===== config.mk =====
export PLATFORM = sky130hd
export DESIGN_NAME = bbcfg_top
export DESIGN_NICKNAME = d
export VERILOG_FILES = /design/src/core/bbcfg_pkg.sv /design/src/core/bbcfg_sync2.sv /design/src/core/bbcfg_top.sv
export SDC_FILE = /design/constraint.sdc
export NUM_CORES = 1
export LEC_CHECK = 0
export BUFFER_PORTS_ARGS = -buffer_cell sky130_fd_sc_hd__buf_2
export CAP_MARGIN = 20
export CORE_ASPECT_RATIO = 0.9
export CORE_MARGIN = 4
export CORE_UTILIZATION = 45
export CTS_CLUSTER_DIAMETER = 60
export CTS_CLUSTER_SIZE = 30
export DETAILED_ROUTE_END_ITERATION = 8
export GPL_TIMING_DRIVEN = 0
export PLACE_DENSITY_LB_ADDON = 0.25
export SLEW_MARGIN = 10
export SYNTH_ARGS = -nofsm -noshare
export SYNTH_HDL_FRONTEND = slang
export SYNTH_SLANG_ARGS = --single-unit

===== constraint.sdc =====
create_clock -name clk_sys -period 2 [get_ports clk_sys]
set_input_delay 0.4 -clock clk_sys [delete_from_list [all_inputs] [get_ports clk_sys]]
set_output_delay 0.4 -clock clk_sys [all_outputs]
set_load 0.01 [all_outputs]

===== src/core/bbcfg_pkg.sv =====
package bbcfg_pkg;

  // Register addresses on the control port
  localparam logic [6:0] ADDR_IO_POL  = 7'h02;
  localparam logic [6:0] ADDR_TX_CFG  = 7'h12;
  localparam logic [6:0] ADDR_RX_CFG  = 7'h14;
  localparam logic [6:0] ADDR_RXTX    = 7'h16;
  localparam logic [6:0] ADDR_CONV_CK = 7'h18;
  localparam logic [6:0] ADDR_PD_OVR  = 7'h1a;

  // Reset values
  localparam logic [7:0] RST_IO_POL  = 8'h00;
  localparam logic [7:0] RST_TX_CFG  = 8'h00;
  localparam logic [7:0] RST_RX_CFG  = 8'h00;
  localparam logic [7:0] RST_RXTX    = 8'h00;
  localparam logic [7:0] RST_CONV_CK = 8'h00;
  localparam logic [7:0] RST_PD_OVR  = 8'h00;
  localparam logic [7:0] RD_UNMAPPED = 8'h00;

  // Field positions
  localparam int POL_CCA_HI   = 2;
  localparam int POL_MD_LO    = 1;
  localparam int TX_CCA_TIME  = 7;
  localparam int TX_CCA_MODE  = 5;
  localparam int TX_TST_PAT   = 4;
  localparam int TX_TST_EN    = 3;
  localparam int TX_ANT_FIX   = 2;
  localparam int TX_ANT_MODE  = 1;
  localparam int RX_CS2_SEL   = 7;
  localparam int RX_CIR_DET   = 6;
  localparam int RX_SFD_TO    = 4;
  localparam int RX_MD_SFD    = 3;
  localparam int RX_FOE_FORCE = 2;
  localparam int RX_ANT_FIX   = 1;
  localparam int RX_ANT_ONE   = 0;
  localparam int RT_CONT_CLK  = 7;
  localparam int RT_AC_COUPLE = 6;
  localparam int RT_JAPAN     = 5;
  localparam int RT_PINGPONG  = 4;
  localparam int RT_CCA_SAMP  = 3;
  localparam int RT_PRECURSOR = 0;
  localparam int CK_SRC_SDI   = 7;
  localparam int PD_MANUAL    = 0;

  // CCA modes
  localparam logic [1:0] CCA_ED      = 2'b00;
  localparam logic [1:0] CCA_CS      = 2'b01;
  localparam logic [1:0] CCA_ED_AND  = 2'b10;

  // Timing
  localparam int CLK_PERIOD_NS = 10;
  localparam int SLOT_NS       = 20000;
  localparam int SAMP_LATE_NS  = 19900;
  localparam int SAMP_EARLY_NS = 15800;
  localparam logic [11:0] SLOT_CYC  = 12'(SLOT_NS / CLK_PERIOD_NS);
  localparam logic [11:0] SAMP_LATE = 12'(SAMP_LATE_NS / CLK_PERIOD_NS);
  localparam logic [11:0] SAMP_EARLY = 12'(SAMP_EARLY_NS / CLK_PERIOD_NS);
  localparam int SFD_TO0_US = 56;
  localparam int SFD_TO1_US = 64;
  localparam int SFD_TO2_US = 128;
  localparam int SFD_TO3_US = 144;

  typedef enum logic [1:0] {
    RX_IDLE    = 2'b00,
    RX_HUNT    = 2'b01,
    RX_HEADER  = 2'b11,
    RX_PAYLOAD = 2'b10
  } bbcfg_rx_e;

  typedef enum logic [1:0] {
    TST_OFF = 2'b00,
    TST_ALT = 2'b01,
    TST_CW  = 2'b11
  } bbcfg_tst_e;

  typedef struct packed {
    logic energy_detect;
    logic carrier_sense_one;
    logic signal_quality_one;
  } bbcfg_det_s;

  typedef struct packed {
    logic standby;
    logic transmit_sleep;
    logic rx_sleep;
    logic iq_sleep;
    logic an_tx_shdn;
    logic an_rx_shdn;
    logic an_standby;
  } bbcfg_pd_s;

  localparam bbcfg_pd_s PD_ALL_ON = 7'h7f;

endpackage


===== src/core/bbcfg_sync2.sv =====
module bbcfg_sync2
  import bbcfg_pkg::*;
#(
  parameter int W = 2
) (
  input  wire logic         clk_sys,   // System clock
  input  wire logic         rstn,      // Async reset, active low
  input  wire logic [W-1:0] async_in,  // Pin levels
  output logic      [W-1:0] sync_out   // Synchronised levels
);

  logic [W-1:0] meta;

  // Two flops per bit; first stage feeds only the second
  for (genvar i = 0; i < W; i++) begin : g_bit
    always_ff @(posedge clk_sys or negedge rstn) begin
      if (!rstn) begin
        meta[i]     <= 1'b0;
        sync_out[i] <= 1'b0;
      end else begin
        meta[i]     <= async_in[i];
        sync_out[i] <= meta[i];
      end
    end
  end

endmodule


===== src/core/bbcfg_top.sv =====
// Operation
// - Sample bit picks 19.9 or 15.8 us
// - CCA source field combines energy, carrier terms
// - Test pattern: alternating bits or all ones
// - Test enable runs chosen pattern, else normal
// - TX antenna: fixed bit or last header
// - CS2 estimate from dot product or quality
// - CHANNEL_RESPONSE_ESTIMATE clock in acquisition or after detect
// - SFD hunt time-out 56/64/128/144 us
// - Modem ready after CRC16 or after SFD
// - Force frequency offset estimation per bit
// - RX dual diversity or single fixed antenna
// - Continuous RX clocks override detect gating
// - Filter weights US or Japan set
// - Ping-pong differential encode enable bit
// - CCA immediate or sampled once per slot
// - Three-bit precursor for CHANNEL_RESPONSE_ESTIMATE estimator
// - Converter clocks internal or from serial pin
// - Seven converter clock gates, one stops
// - Power-down automatic or manual override
// - Manual power-down bits assert when one
// - CCA pin polarity bit: one active high
// - Modem ready polarity bit: one active low
module bbcfg_top
  import bbcfg_pkg::*;
#(
  parameter logic [15:0] SFD_CYC0 = 16'(SFD_TO0_US * 1000 / CLK_PERIOD_NS),
  parameter logic [15:0] SFD_CYC1 = 16'(SFD_TO1_US * 1000 / CLK_PERIOD_NS),
  parameter logic [15:0] SFD_CYC2 = 16'(SFD_TO2_US * 1000 / CLK_PERIOD_NS),
  parameter logic [15:0] SFD_CYC3 = 16'(SFD_TO3_US * 1000 / CLK_PERIOD_NS)
) (
  input  wire logic       clk_sys,            // 100 MHz clock
  input  wire logic       rstn,               // Async reset, active low
  input  wire logic       reg_wr,             // Register write strobe
  input  wire logic       reg_rd,             // Register read strobe
  input  wire logic [6:0] reg_addr,           // Register address
  input  wire logic [7:0] reg_wdata,          // Write data
  output logic      [7:0] reg_rdata,          // Read data
  output logic            reg_rvalid,         // Read data valid
  input  wire logic       transmit_enable_in, // TX enable pin
  input  wire logic       receive_enable_in,  // RX enable pin
  input  wire bbcfg_det_s det,                // Detector levels
  input  wire logic       signal_detect,      // Signal detected pulse
  input  wire logic       sfd_found,          // SFD found pulse
  input  wire logic       hdr_crc_ok,         // Header CRC good pulse
  input  wire logic       rx_end,             // Frame end pulse
  input  wire logic       div_antenna,        // Diversity antenna choice
  input  wire logic       chip_tick,          // Chip rate enable
  input  wire logic       dot_cs2,            // Dot product CS2 result
  input  wire logic       sq_cs2,             // Correlator SQ CS2 result
  output logic            channel_busy_flag,  // CCA pin level
  output logic            modem_ready_out,    // Modem ready pin level
  output logic            antenna_select_out, // Antenna select pin
  output logic            sfd_timeout,        // SFD hunt abandoned pulse
  output logic            carrier_sense_two,  // Initial CS2 estimate
  output logic            rx_clk_run,         // RX 22/44 MHz clock enable
  output logic            cir_clk_run,        // CHANNEL_RESPONSE_ESTIMATE and dot clock enable
  output logic            foe_force,          // Force offset estimation
  output logic            region_japan,       // Filter weight set
  output logic            pingpong_en,        // Ping-pong encode enable
  output logic            adc_ac_couple,      // A/D input coupling
  output logic      [2:0] precursor,          // CHANNEL_RESPONSE_ESTIMATE precursor value
  output bbcfg_tst_e      tx_test_mode,       // Active test pattern
  output logic            tx_test_chip,       // Test chip value
  output logic      [6:0] conv_clk_en,        // Converter clock enables
  output logic            conv_clk_from_sdi,  // Converter clock source
  output bbcfg_pd_s       pd                  // Power-down controls
);

  logic [7:0] io_polarity;
  logic [7:0] tx_configure;
  logic [7:0] rx_configure;
  logic [7:0] rx_tx_configure;
  logic [7:0] converter_clock_gating;
  logic [7:0] power_down_override;
  logic [1:0] pin_sync;
  logic       tx_en_s;
  logic       rx_en_s;
  logic       carrier_term;
  logic       busy_raw;
  logic       busy_hold;
  logic       cca_sampled;
  logic [11:0] slot_cnt;
  logic [11:0] samp_pt;
  logic [15:0] hunt_cnt;
  logic [15:0] hunt_lim;
  bbcfg_rx_e  rx_state;
  bbcfg_rx_e  next_rx_state;
  logic       hunt_expire;
  logic       last_hdr_ant;
  logic       next_ant;
  bbcfg_pd_s  pd_auto;

  bbcfg_sync2 #(.W(2)) u_sync (
    .clk_sys  (clk_sys),
    .rstn     (rstn),
    .async_in ({transmit_enable_in, receive_enable_in}),
    .sync_out (pin_sync)
  );
  assign tx_en_s = pin_sync[1];
  assign rx_en_s = pin_sync[0];

  ////////////////////////////////////////////////////////////////////////
  // Register port

  always_ff @(posedge clk_sys or negedge rstn) begin
    if (!rstn) begin
      io_polarity            <= RST_IO_POL;
      tx_configure           <= RST_TX_CFG;
      rx_configure           <= RST_RX_CFG;
      rx_tx_configure        <= RST_RXTX;
      converter_clock_gating <= RST_CONV_CK;
      power_down_override    <= RST_PD_OVR;
    end else if (reg_wr) begin
      case (reg_addr)
        ADDR_IO_POL:  io_polarity            <= reg_wdata;
        ADDR_TX_CFG:  tx_configure           <= reg_wdata;
        ADDR_RX_CFG:  rx_configure           <= reg_wdata;
        ADDR_RXTX:    rx_tx_configure        <= reg_wdata;
        ADDR_CONV_CK: converter_clock_gating <= reg_wdata;
        ADDR_PD_OVR:  power_down_override    <= reg_wdata;
        default: ;
      endcase
    end
  end

  always_ff @(posedge clk_sys or negedge rstn) begin
    if (!rstn) begin
      reg_rdata  <= RD_UNMAPPED;
      reg_rvalid <= 1'b0;
    end else begin
      reg_rvalid <= reg_rd;
      if (reg_rd) begin
        case (reg_addr)
          ADDR_IO_POL:  reg_rdata <= io_polarity;
          ADDR_TX_CFG:  reg_rdata <= tx_configure;
          ADDR_RX_CFG:  reg_rdata <= rx_configure;
          ADDR_RXTX:    reg_rdata <= rx_tx_configure;
          ADDR_CONV_CK: reg_rdata <= converter_clock_gating;
          ADDR_PD_OVR:  reg_rdata <= power_down_override;
          default:      reg_rdata <= RD_UNMAPPED;
        endcase
      end
    end
  end

  ////////////////////////////////////////////////////////////////////////
  // Clear channel assessment

  assign carrier_term = det.carrier_sense_one | det.signal_quality_one;
  assign cca_sampled  = rx_tx_configure[RT_CCA_SAMP];
  assign samp_pt      = tx_configure[TX_CCA_TIME] ? SAMP_EARLY : SAMP_LATE;

  always_comb begin
    case (tx_configure[TX_CCA_MODE +: 2])
      CCA_ED:     busy_raw = det.energy_detect;
      CCA_CS:     busy_raw = carrier_term;
      CCA_ED_AND: busy_raw = det.energy_detect & carrier_term;
      default:    busy_raw = det.energy_detect | carrier_term;
    endcase
  end

  // Free-running slot timer; sample taken at chosen point
  always_ff @(posedge clk_sys or negedge rstn) begin
    if (!rstn) begin
      slot_cnt  <= 12'h000;
      busy_hold <= 1'b0;
    end else begin
      slot_cnt <= (slot_cnt == SLOT_CYC - 12'h001) ? 12'h000 : slot_cnt + 12'h001;
      if (slot_cnt == samp_pt - 12'h001) begin
        busy_hold <= busy_raw;
      end
    end
  end

  always_ff @(posedge clk_sys or negedge rstn) begin
    if (!rstn) begin
      channel_busy_flag <= 1'b1;
    end else begin
      channel_busy_flag <= (cca_sampled ? busy_hold : busy_raw)
                           ~^ io_polarity[POL_CCA_HI];
    end
  end

  ////////////////////////////////////////////////////////////////////////
  // Receive sequence and SFD time-out

  always_comb begin
    case (rx_configure[RX_SFD_TO +: 2])
      2'b00:   hunt_lim = SFD_CYC0;
      2'b01:   hunt_lim = SFD_CYC1;
      2'b10:   hunt_lim = SFD_CYC2;
      default: hunt_lim = SFD_CYC3;
    endcase
  end
  assign hunt_expire = (rx_state == RX_HUNT) && (hunt_cnt >= hunt_lim - 16'h0001);

  always_comb begin
    next_rx_state = rx_state;
    case (rx_state)
      RX_IDLE:    if (signal_detect) next_rx_state = RX_HUNT;
      RX_HUNT:    if (sfd_found) next_rx_state = RX_HEADER;
                  else if (hunt_expire) next_rx_state = RX_IDLE;
      RX_HEADER:  if (rx_end) next_rx_state = RX_IDLE;
                  else if (hdr_crc_ok) next_rx_state = RX_PAYLOAD;
      RX_PAYLOAD: if (rx_end) next_rx_state = RX_IDLE;
      default:    next_rx_state = RX_IDLE;
    endcase
    if (!rx_en_s) next_rx_state = RX_IDLE;
  end

  always_ff @(posedge clk_sys or negedge rstn) begin
    if (!rstn) begin
      rx_state    <= RX_IDLE;
      hunt_cnt    <= 16'h0000;
      sfd_timeout <= 1'b0;
    end else begin
      rx_state    <= next_rx_state;
      hunt_cnt    <= (rx_state == RX_HUNT) ? hunt_cnt + 16'h0001 : 16'h0000;
      sfd_timeout <= hunt_expire && !sfd_found && rx_en_s;
    end
  end

  always_ff @(posedge clk_sys or negedge rstn) begin
    if (!rstn) begin
      modem_ready_out <= 1'b0;
    end else begin
      modem_ready_out <= ((rx_state == RX_PAYLOAD) ||
                          (rx_state == RX_HEADER && rx_configure[RX_MD_SFD]))
                         ^ io_polarity[POL_MD_LO];
    end
  end

  ////////////////////////////////////////////////////////////////////////
  // Antenna selection

  always_comb begin
    if (tx_en_s) begin
      next_ant = tx_configure[TX_ANT_MODE] ? last_hdr_ant : tx_configure[TX_ANT_FIX];
    end else begin
      next_ant = rx_configure[RX_ANT_ONE] ? rx_configure[RX_ANT_FIX] : div_antenna;
    end
  end

  always_ff @(posedge clk_sys or negedge rstn) begin
    if (!rstn) begin
      antenna_select_out <= 1'b0;
      last_hdr_ant       <= 1'b0;
    end else begin
      antenna_select_out <= next_ant;
      if (rx_state == RX_HEADER && hdr_crc_ok) begin
        last_hdr_ant <= antenna_select_out;
      end
    end
  end

  ////////////////////////////////////////////////////////////////////////
  // Receiver controls and clock gating

  always_ff @(posedge clk_sys or negedge rstn) begin
    if (!rstn) begin
      carrier_sense_two <= 1'b0;
      rx_clk_run        <= 1'b0;
      cir_clk_run       <= 1'b0;
      foe_force         <= 1'b0;
      region_japan      <= 1'b0;
      pingpong_en       <= 1'b0;
      adc_ac_couple     <= 1'b0;
      precursor         <= 3'h0;
    end else begin
      carrier_sense_two <= rx_configure[RX_CS2_SEL] ? sq_cs2 : dot_cs2;
      rx_clk_run  <= rx_tx_configure[RT_CONT_CLK] | rx_en_s;
      cir_clk_run <= rx_tx_configure[RT_CONT_CLK] |
                     (rx_configure[RX_CIR_DET] ? (rx_state != RX_IDLE) : rx_en_s);
      foe_force     <= rx_configure[RX_FOE_FORCE];
      region_japan  <= rx_tx_configure[RT_JAPAN];
      pingpong_en   <= rx_tx_configure[RT_PINGPONG];
      adc_ac_couple <= rx_tx_configure[RT_AC_COUPLE];
      precursor     <= rx_tx_configure[RT_PRECURSOR +: 3];
    end
  end

  ////////////////////////////////////////////////////////////////////////
  // Transmit test patterns

  always_ff @(posedge clk_sys or negedge rstn) begin
    if (!rstn) begin
      tx_test_mode <= TST_OFF;
      tx_test_chip <= 1'b0;
    end else begin
      if (!tx_configure[TX_TST_EN]) begin
        tx_test_mode <= TST_OFF;
        tx_test_chip <= 1'b0;
      end else if (tx_configure[TX_TST_PAT]) begin
        tx_test_mode <= TST_CW;
        tx_test_chip <= 1'b1;
      end else begin
        tx_test_mode <= TST_ALT;
        if (chip_tick) tx_test_chip <= ~tx_test_chip;
      end
    end
  end

  ////////////////////////////////////////////////////////////////////////
  // Converter clocks and power-down

  assign pd_auto = '{
    standby:        !(tx_en_s | rx_en_s),
    transmit_sleep: !tx_en_s,
    rx_sleep:       !rx_en_s,
    iq_sleep:       !(tx_en_s | rx_en_s),
    an_tx_shdn:     !tx_en_s,
    an_rx_shdn:     !rx_en_s,
    an_standby:     !(tx_en_s | rx_en_s)
  };

  always_ff @(posedge clk_sys or negedge rstn) begin
    if (!rstn) begin
      conv_clk_en       <= 7'h7f;
      conv_clk_from_sdi <= 1'b0;
      pd                <= PD_ALL_ON;
    end else begin
      conv_clk_en       <= ~converter_clock_gating[6:0];
      conv_clk_from_sdi <= converter_clock_gating[CK_SRC_SDI];
      pd <= power_down_override[PD_MANUAL] ? bbcfg_pd_s'(power_down_override[7:1])
                                           : pd_auto;
    end
  end
endmodule


# After elaboration in Yosys (flattened, before gate mapping)
# Cells that the tools add are included.
# totals
ff_bits,125
inputBits,32
output_inout_bits,41
elab_cells,122
# classes
add_sub_neg,4
order_cmp,1
n_eq_ne,20
muxes,26
bitwise_logic,10
reduce_logical,21
# ops
operator,n
8-bit one-hot mux with 6 select lines,1
14-bit one-hot mux with 3 select lines,1
"7-bit by 5-bit == test with 1-bit output, second input constant",5
2-bit 2-to-1 mux,9
"16-bit by 1-bit adder with 16-bit output, second input constant",1
16-bit greater-or-equal comparator,1
16-bit 2-to-1 mux,1
"16-bit by 1-bit subtractor with 16-bit output, second input constant",1
"12-bit by 1-bit adder with 12-bit output, second input constant",1
"12-bit by 11-bit == test with 1-bit output, second input constant",1
12-bit == test,1
12-bit 2-to-1 mux,1
2-bit AND reduction,6
"11-bit by 1-bit subtractor with 12-bit output, second input constant",1
1-bit 2-to-1 mux,9
9-bit 2-to-1 mux,1
"2-bit == test, second input constant",4
"4-bit inequality test, second input constant",2
2-bit one-hot mux with 4 select lines,1
"7-bit by 2-bit == test with 1-bit output, second input constant",1
7-bit 2-to-1 mux,1
7-bit inverter,1
"2-bit by 1-bit == test with 1-bit output, second input constant",3
2-bit logical NOT,3
13 further kinds,25

# Logic depth before layout (Yosys ltp)
# logic_depth
depth_word,9
ltp_mapped,8
depth_no_buf,8

# Hierarchy
# A second synthesis with hierarchy kept.
# hier_totals
cells_unflattened,465
area_unflattened_um2,5693.0
# by_module_without_submodules
mod,n_inst,cells_per_inst,area_per_inst_um2,seq_area_each_um2
bbcfg_top,1,461,5592.9,3046.7
bbcfg_sync2,1,4,100.1,100.1

# Least setup slack after synthesis
# Ideal clock, no wire load.
# synth_path
path_type,register -> register
start,reg rx_configure[4]
end,reg rx_state[0]
setup_time_ns,0.067
t_arrival_ns,2.012
required_time_ns,1.933
slack_ns,-0.079
path_stages_with_launch,9
path_buffers,0
period_less_slack_ns,2.079
path_cell_list,dfrtp_1 inv_1 ha_1 xnor2_1 ha_1 a211o_1 a221o_1 a32oi_1 and3_1
# synth_via
elab_chain_cells,7
elab_cells_between_ends,9
classes_between,add/sub: 1; order compare: 1; eq/ne: 3; mux: 1; reduce/logical: 3
# synth_rtl
item,line_no,rtl
from (decl),bbcfg_top.sv:72,logic [7:0] rx_configure;
from (signal assigned),bbcfg_top.sv:118,ADDR_RX_CFG: rx_configure <= reg_wdata;
"2-bit == test, or another cell as far along",bbcfg_top.sv:189,case (rx_configure[RX_SFD_TO +: 2])
14-bit one-hot mux with 3 select lines (*),bbcfg_top.sv:189,
16-bit by 1-bit subtractor with 16-bit output (*),bbcfg_top.sv:196,assign hunt_expire = (rx_state == RX_HUNT) && (hunt_cnt >= hunt_lim - 16'h0001);
16-bit greater-or-equal comparator (*),bbcfg_top.sv:196,
1-bit logical AND (*),bbcfg_top.sv:196,
4-bit inequality test (no source line) (*),n/a,
4-bit AND reduction (no source line) (*),n/a,
to (signal assigned),bbcfg_top.sv:218,rx_state <= next_rx_state;
to (decl),bbcfg_top.sv:87,bbcfg_rx_e rx_state;
# Mark *: on every way between the ends. The rest lies on a longest branch, timed or not.
# A chain may end at the register's enable or synchronous reset.

# Worst setup path after layout
# Same ends and word-level chain as after synthesis.

==> metrics.txt <==
outcome complete, but fails checks; failing checks setup timing; Req. time, crit path 2.35 ns; # nets final 603; Die Ht 114 um; Ys Warns 0; Rows 38; clk_skew 0.00570 ns; Hold Vio Cnt, Final 0; gpl congestion 0.861; first-pass GRT wire length 20100 um; H-tree depth 4; Mapped Area 5650 um^2; Post-Synth Adder-Cell Area 0.0377; Worst-Margin Slew 0.568 ns; Ant. Diodes 0; gr ovfl total 0; Worst Path Max Fanout 5; filler cell count in the final layout 1011; share of layout cells above drive strength 1 0.362; min cycle time layout 2.13 ns; worst path cell trace buf_4, ha_2, ha_1, a21o_1, a221o_1, a32oi_2, and3_1; area of the core 12200 um^2; leakage power 3.42 nW; CP arrival 2.48 ns; sum of negative setup slack -0.212 ns; post-synth top area share 0.487; count leader, synth dfrtp_1; mux contribution to synthesized area 0.153; post-synth net total 503; area leader, netlist dfrtp_1; Fin Hold WS 0.0887 ns; worst rel slew slack 0.619; cts bufs inserted 17; Final Worst Setup Slack -0.133 ns; vias in the first global route 3916; multi-input logic area 2420 um^2; Total Routing Usage GR 0.181; Die ar. 14400 um^2; Clock transition at path regs 0.05 ns; pwr/cell area 981 nW/um^2; FF+latch area 3150 um^2; placed cell area 6270 um^2; vias post-DR 3831; Synth Area in XOR/XNOR 0.0372; root buffer cell clkbuf_16; worst skew pair latency 0.41 ns; Post-route DRC 0; sequential area share after synthesis 0.557; syn avg cell area 12.4 um^2; CP Capture Type flip-flop; Final period util 1.07; Synth Area in Simple Gates 0.124; I/O Buffers 71; Top FF cell, synth dfrtp_1; Layout Utilization 0.581; total wire length 12300 um; Yosys cell types 47; Slew Limit Fails 0; compound-gate portion of the synthesized area 0.0667; initial drt markers 217; CTS tree done; fmax 469 MHz; Post-synth top cells 110 x dfrtp_1, 35 x mux2_2, 28 x nor2_1; worst IR drop on VDD 0.766 mV; vias per inst 5.27; final design area excluding fillers 7070 um^2; largest net degree at the start of global routing 86; DR pass1 iterations 4; ranking of synthesized cells by area dfrtp_1 49%, dfstp_2 7.0%, mux2_2 7.0%, mux2_4 6.4%, ha_1 3.8%; DRT antenna net count 0; synthesized instance count 454; Slowest-stage cell, CP dfrtp_2; Worst setup SP type flip-flop; Async SR Flop Fraction 1.00; initial antenna violation count 0; CTS max path bufs 2; CP Class reg2reg; Layout area overhead 25.2%; EDFF count, synth 0; Max-Cap Viols 0; die width 126 um; # IOs 73; largest family of logic cells by synthesized area multiplexers; CP max stage delay 0.43 ns; HP Class in2reg; final setup vio count 2; Final Total Pwr 0.00693 W; Initial Util 0.464; FF+latch count, synth 125; RSZ-0062 raised after global routing true; average wire per standard cell 17.0 um; CTS sink cnt 125; dpl hpwl 8520 um
[cell usage in the layout (no fill, tap or decap), types with 2 or more instances in the layout]
cell type | netlist | layout
a21o_1 | 4 | 4
a21oi_1 | 18 | 18
and2_1 | 5 | 5
and3_1 | 4 | 4
and4_1 | 5 | 5
buf_2 | 2 | 71
buf_4 | 3 | 9
buf_6 | 0 | 4
bufinv_16 | 0 | 6
clkbuf_1 | 9 | 10
clkbuf_16 | 0 | 17
clkbuf_8 | 0 | 4
clkinvlp_4 | 0 | 3
dfrtp_1 | 110 | 108
dfrtp_2 | 0 | 2
dfstp_2 | 15 | 15
ha_1 | 17 | 14
ha_4 | 0 | 2
inv_1 | 16 | 14
mux2_2 | 35 | 35
mux2_4 | 24 | 24
mux2i_1 | 11 | 11
nand2_1 | 22 | 22
nand2b_1 | 3 | 3
nand3_1 | 18 | 18
nand4_1 | 15 | 15
nand4b_1 | 3 | 3
nor2_1 | 28 | 27
nor2b_1 | 7 | 7
nor3_1 | 4 | 3
nor4_1 | 3 | 3
o211ai_1 | 8 | 8
o21a_1 | 2 | 2
o21ai_0 | 9 | 9
o22a_1 | 8 | 8
or2_2 | 2 | 2
or3_1 | 5 | 5
xnor2_1 | 7 | 6
xor2_1 | 17 | 17
[registers in the layout, indices dropped and copies added (netlist names), 7 cells and up]
| signal | count |
|---|---|
| slot_cnt | 12 |
| rx_configure | 8 |
| hunt_cnt | 16 |
| conv_clk_en | 7 |
| pd | 7 |
| power_down_override | 8 |
| rx_tx_configure | 8 |
| converter_clock_gating | 8 |
| io_polarity | 8 |
| reg_rdata | 8 |
| tx_configure | 8 |
[through the flow]
stage,setup slack (ns),instances
2_1_floorplan,-0.0336,454
3_3_place_gp,-1.04,685
3_5_place_dp,-0.563,686
4_1_cts,-0.116,724
5_1_grt,-0.204,727
6_report,-0.133,727
[cell type report]
type                    count  share of cell area
plain buffers              15              0.0120
clock buffers              22              0.0685
clock inverters            10              0.0294
inverters                  17             0.00938
multi-input cells         297               0.342
flip-flops and latches    125               0.446
well taps                 160              0.0283
repair buffers             81              0.0650
[layer usage]
layer,up-vias,global-route usage,part of all wire
met5,-,0,0
met4,0,0.0836,0.022
met3,22,0.0532,0.051
met2,107,0.270,0.45
met1,1880,0.244,0.48
li1,1822,-,-
[critical path: cells and delay by family (launching register included)]
kind                     cells  cell delay, ns
buffers and inverters        1            0.17
AND/OR/NAND/NOR              1            0.19
AO/OA/AOI/OAI                3            0.82
flip-flops                   1            0.43
adder cells (fa/ha/maj)      2            0.47
[path summary, 6_finish.rpt]
path	startpoint	endpoint	slack [ns]	cells after the start
max	rx_configure[4]	rx_state[0]	-0.13	7
min	transmit_enable_in	u_sync.meta[1]	0.09	1
max reg2reg	rx_configure[4]	rx_state[0]	-0.13	7
min reg2reg	u_sync.meta[0]	u_sync.sync_out[0]	0.35	0
max in group asynchronous	rstn	rx_configure[5]	0.81	3
min in group asynchronous	rstn	region_japan	0.46	2
[cell families (layout without fill, tap and decap cells)]
family | count (synthesis) | in the layout
fa+ha+maj | 17 | 17
simple gates | 129 | 129
flops | 125 | 125
mux | 70 | 70
xor+xnor | 24 | 24
buf+inv | 32 | 145
compound gates | 57 | 57
[power breakdown]
| part | leakage, nW | internal (W) | total [W] | switching, W |
|---|---|---|---|---|
| logic | 1.47 | 0.000268 | 0.000562 | 0.000295 |
| clock network | 0.329 | 0.00247 | 0.00354 | 0.00108 |
| registers | 1.62 | 0.00271 | 0.00282 | 0.000114 |
| total | 3.42 | 0.00544 | 0.00693 | 0.00149 |
[timing repair]
action / CTS / global route
setup buffers: 5 / 3
setup endpoints to repair: 10 / 45
endpoints found under the hold margin: 25 / 0
resized for setup: 7 / 3
hold buffers: 1 / 0
pin swaps: 5 / 2
Power figures use the tool's default switching activity.
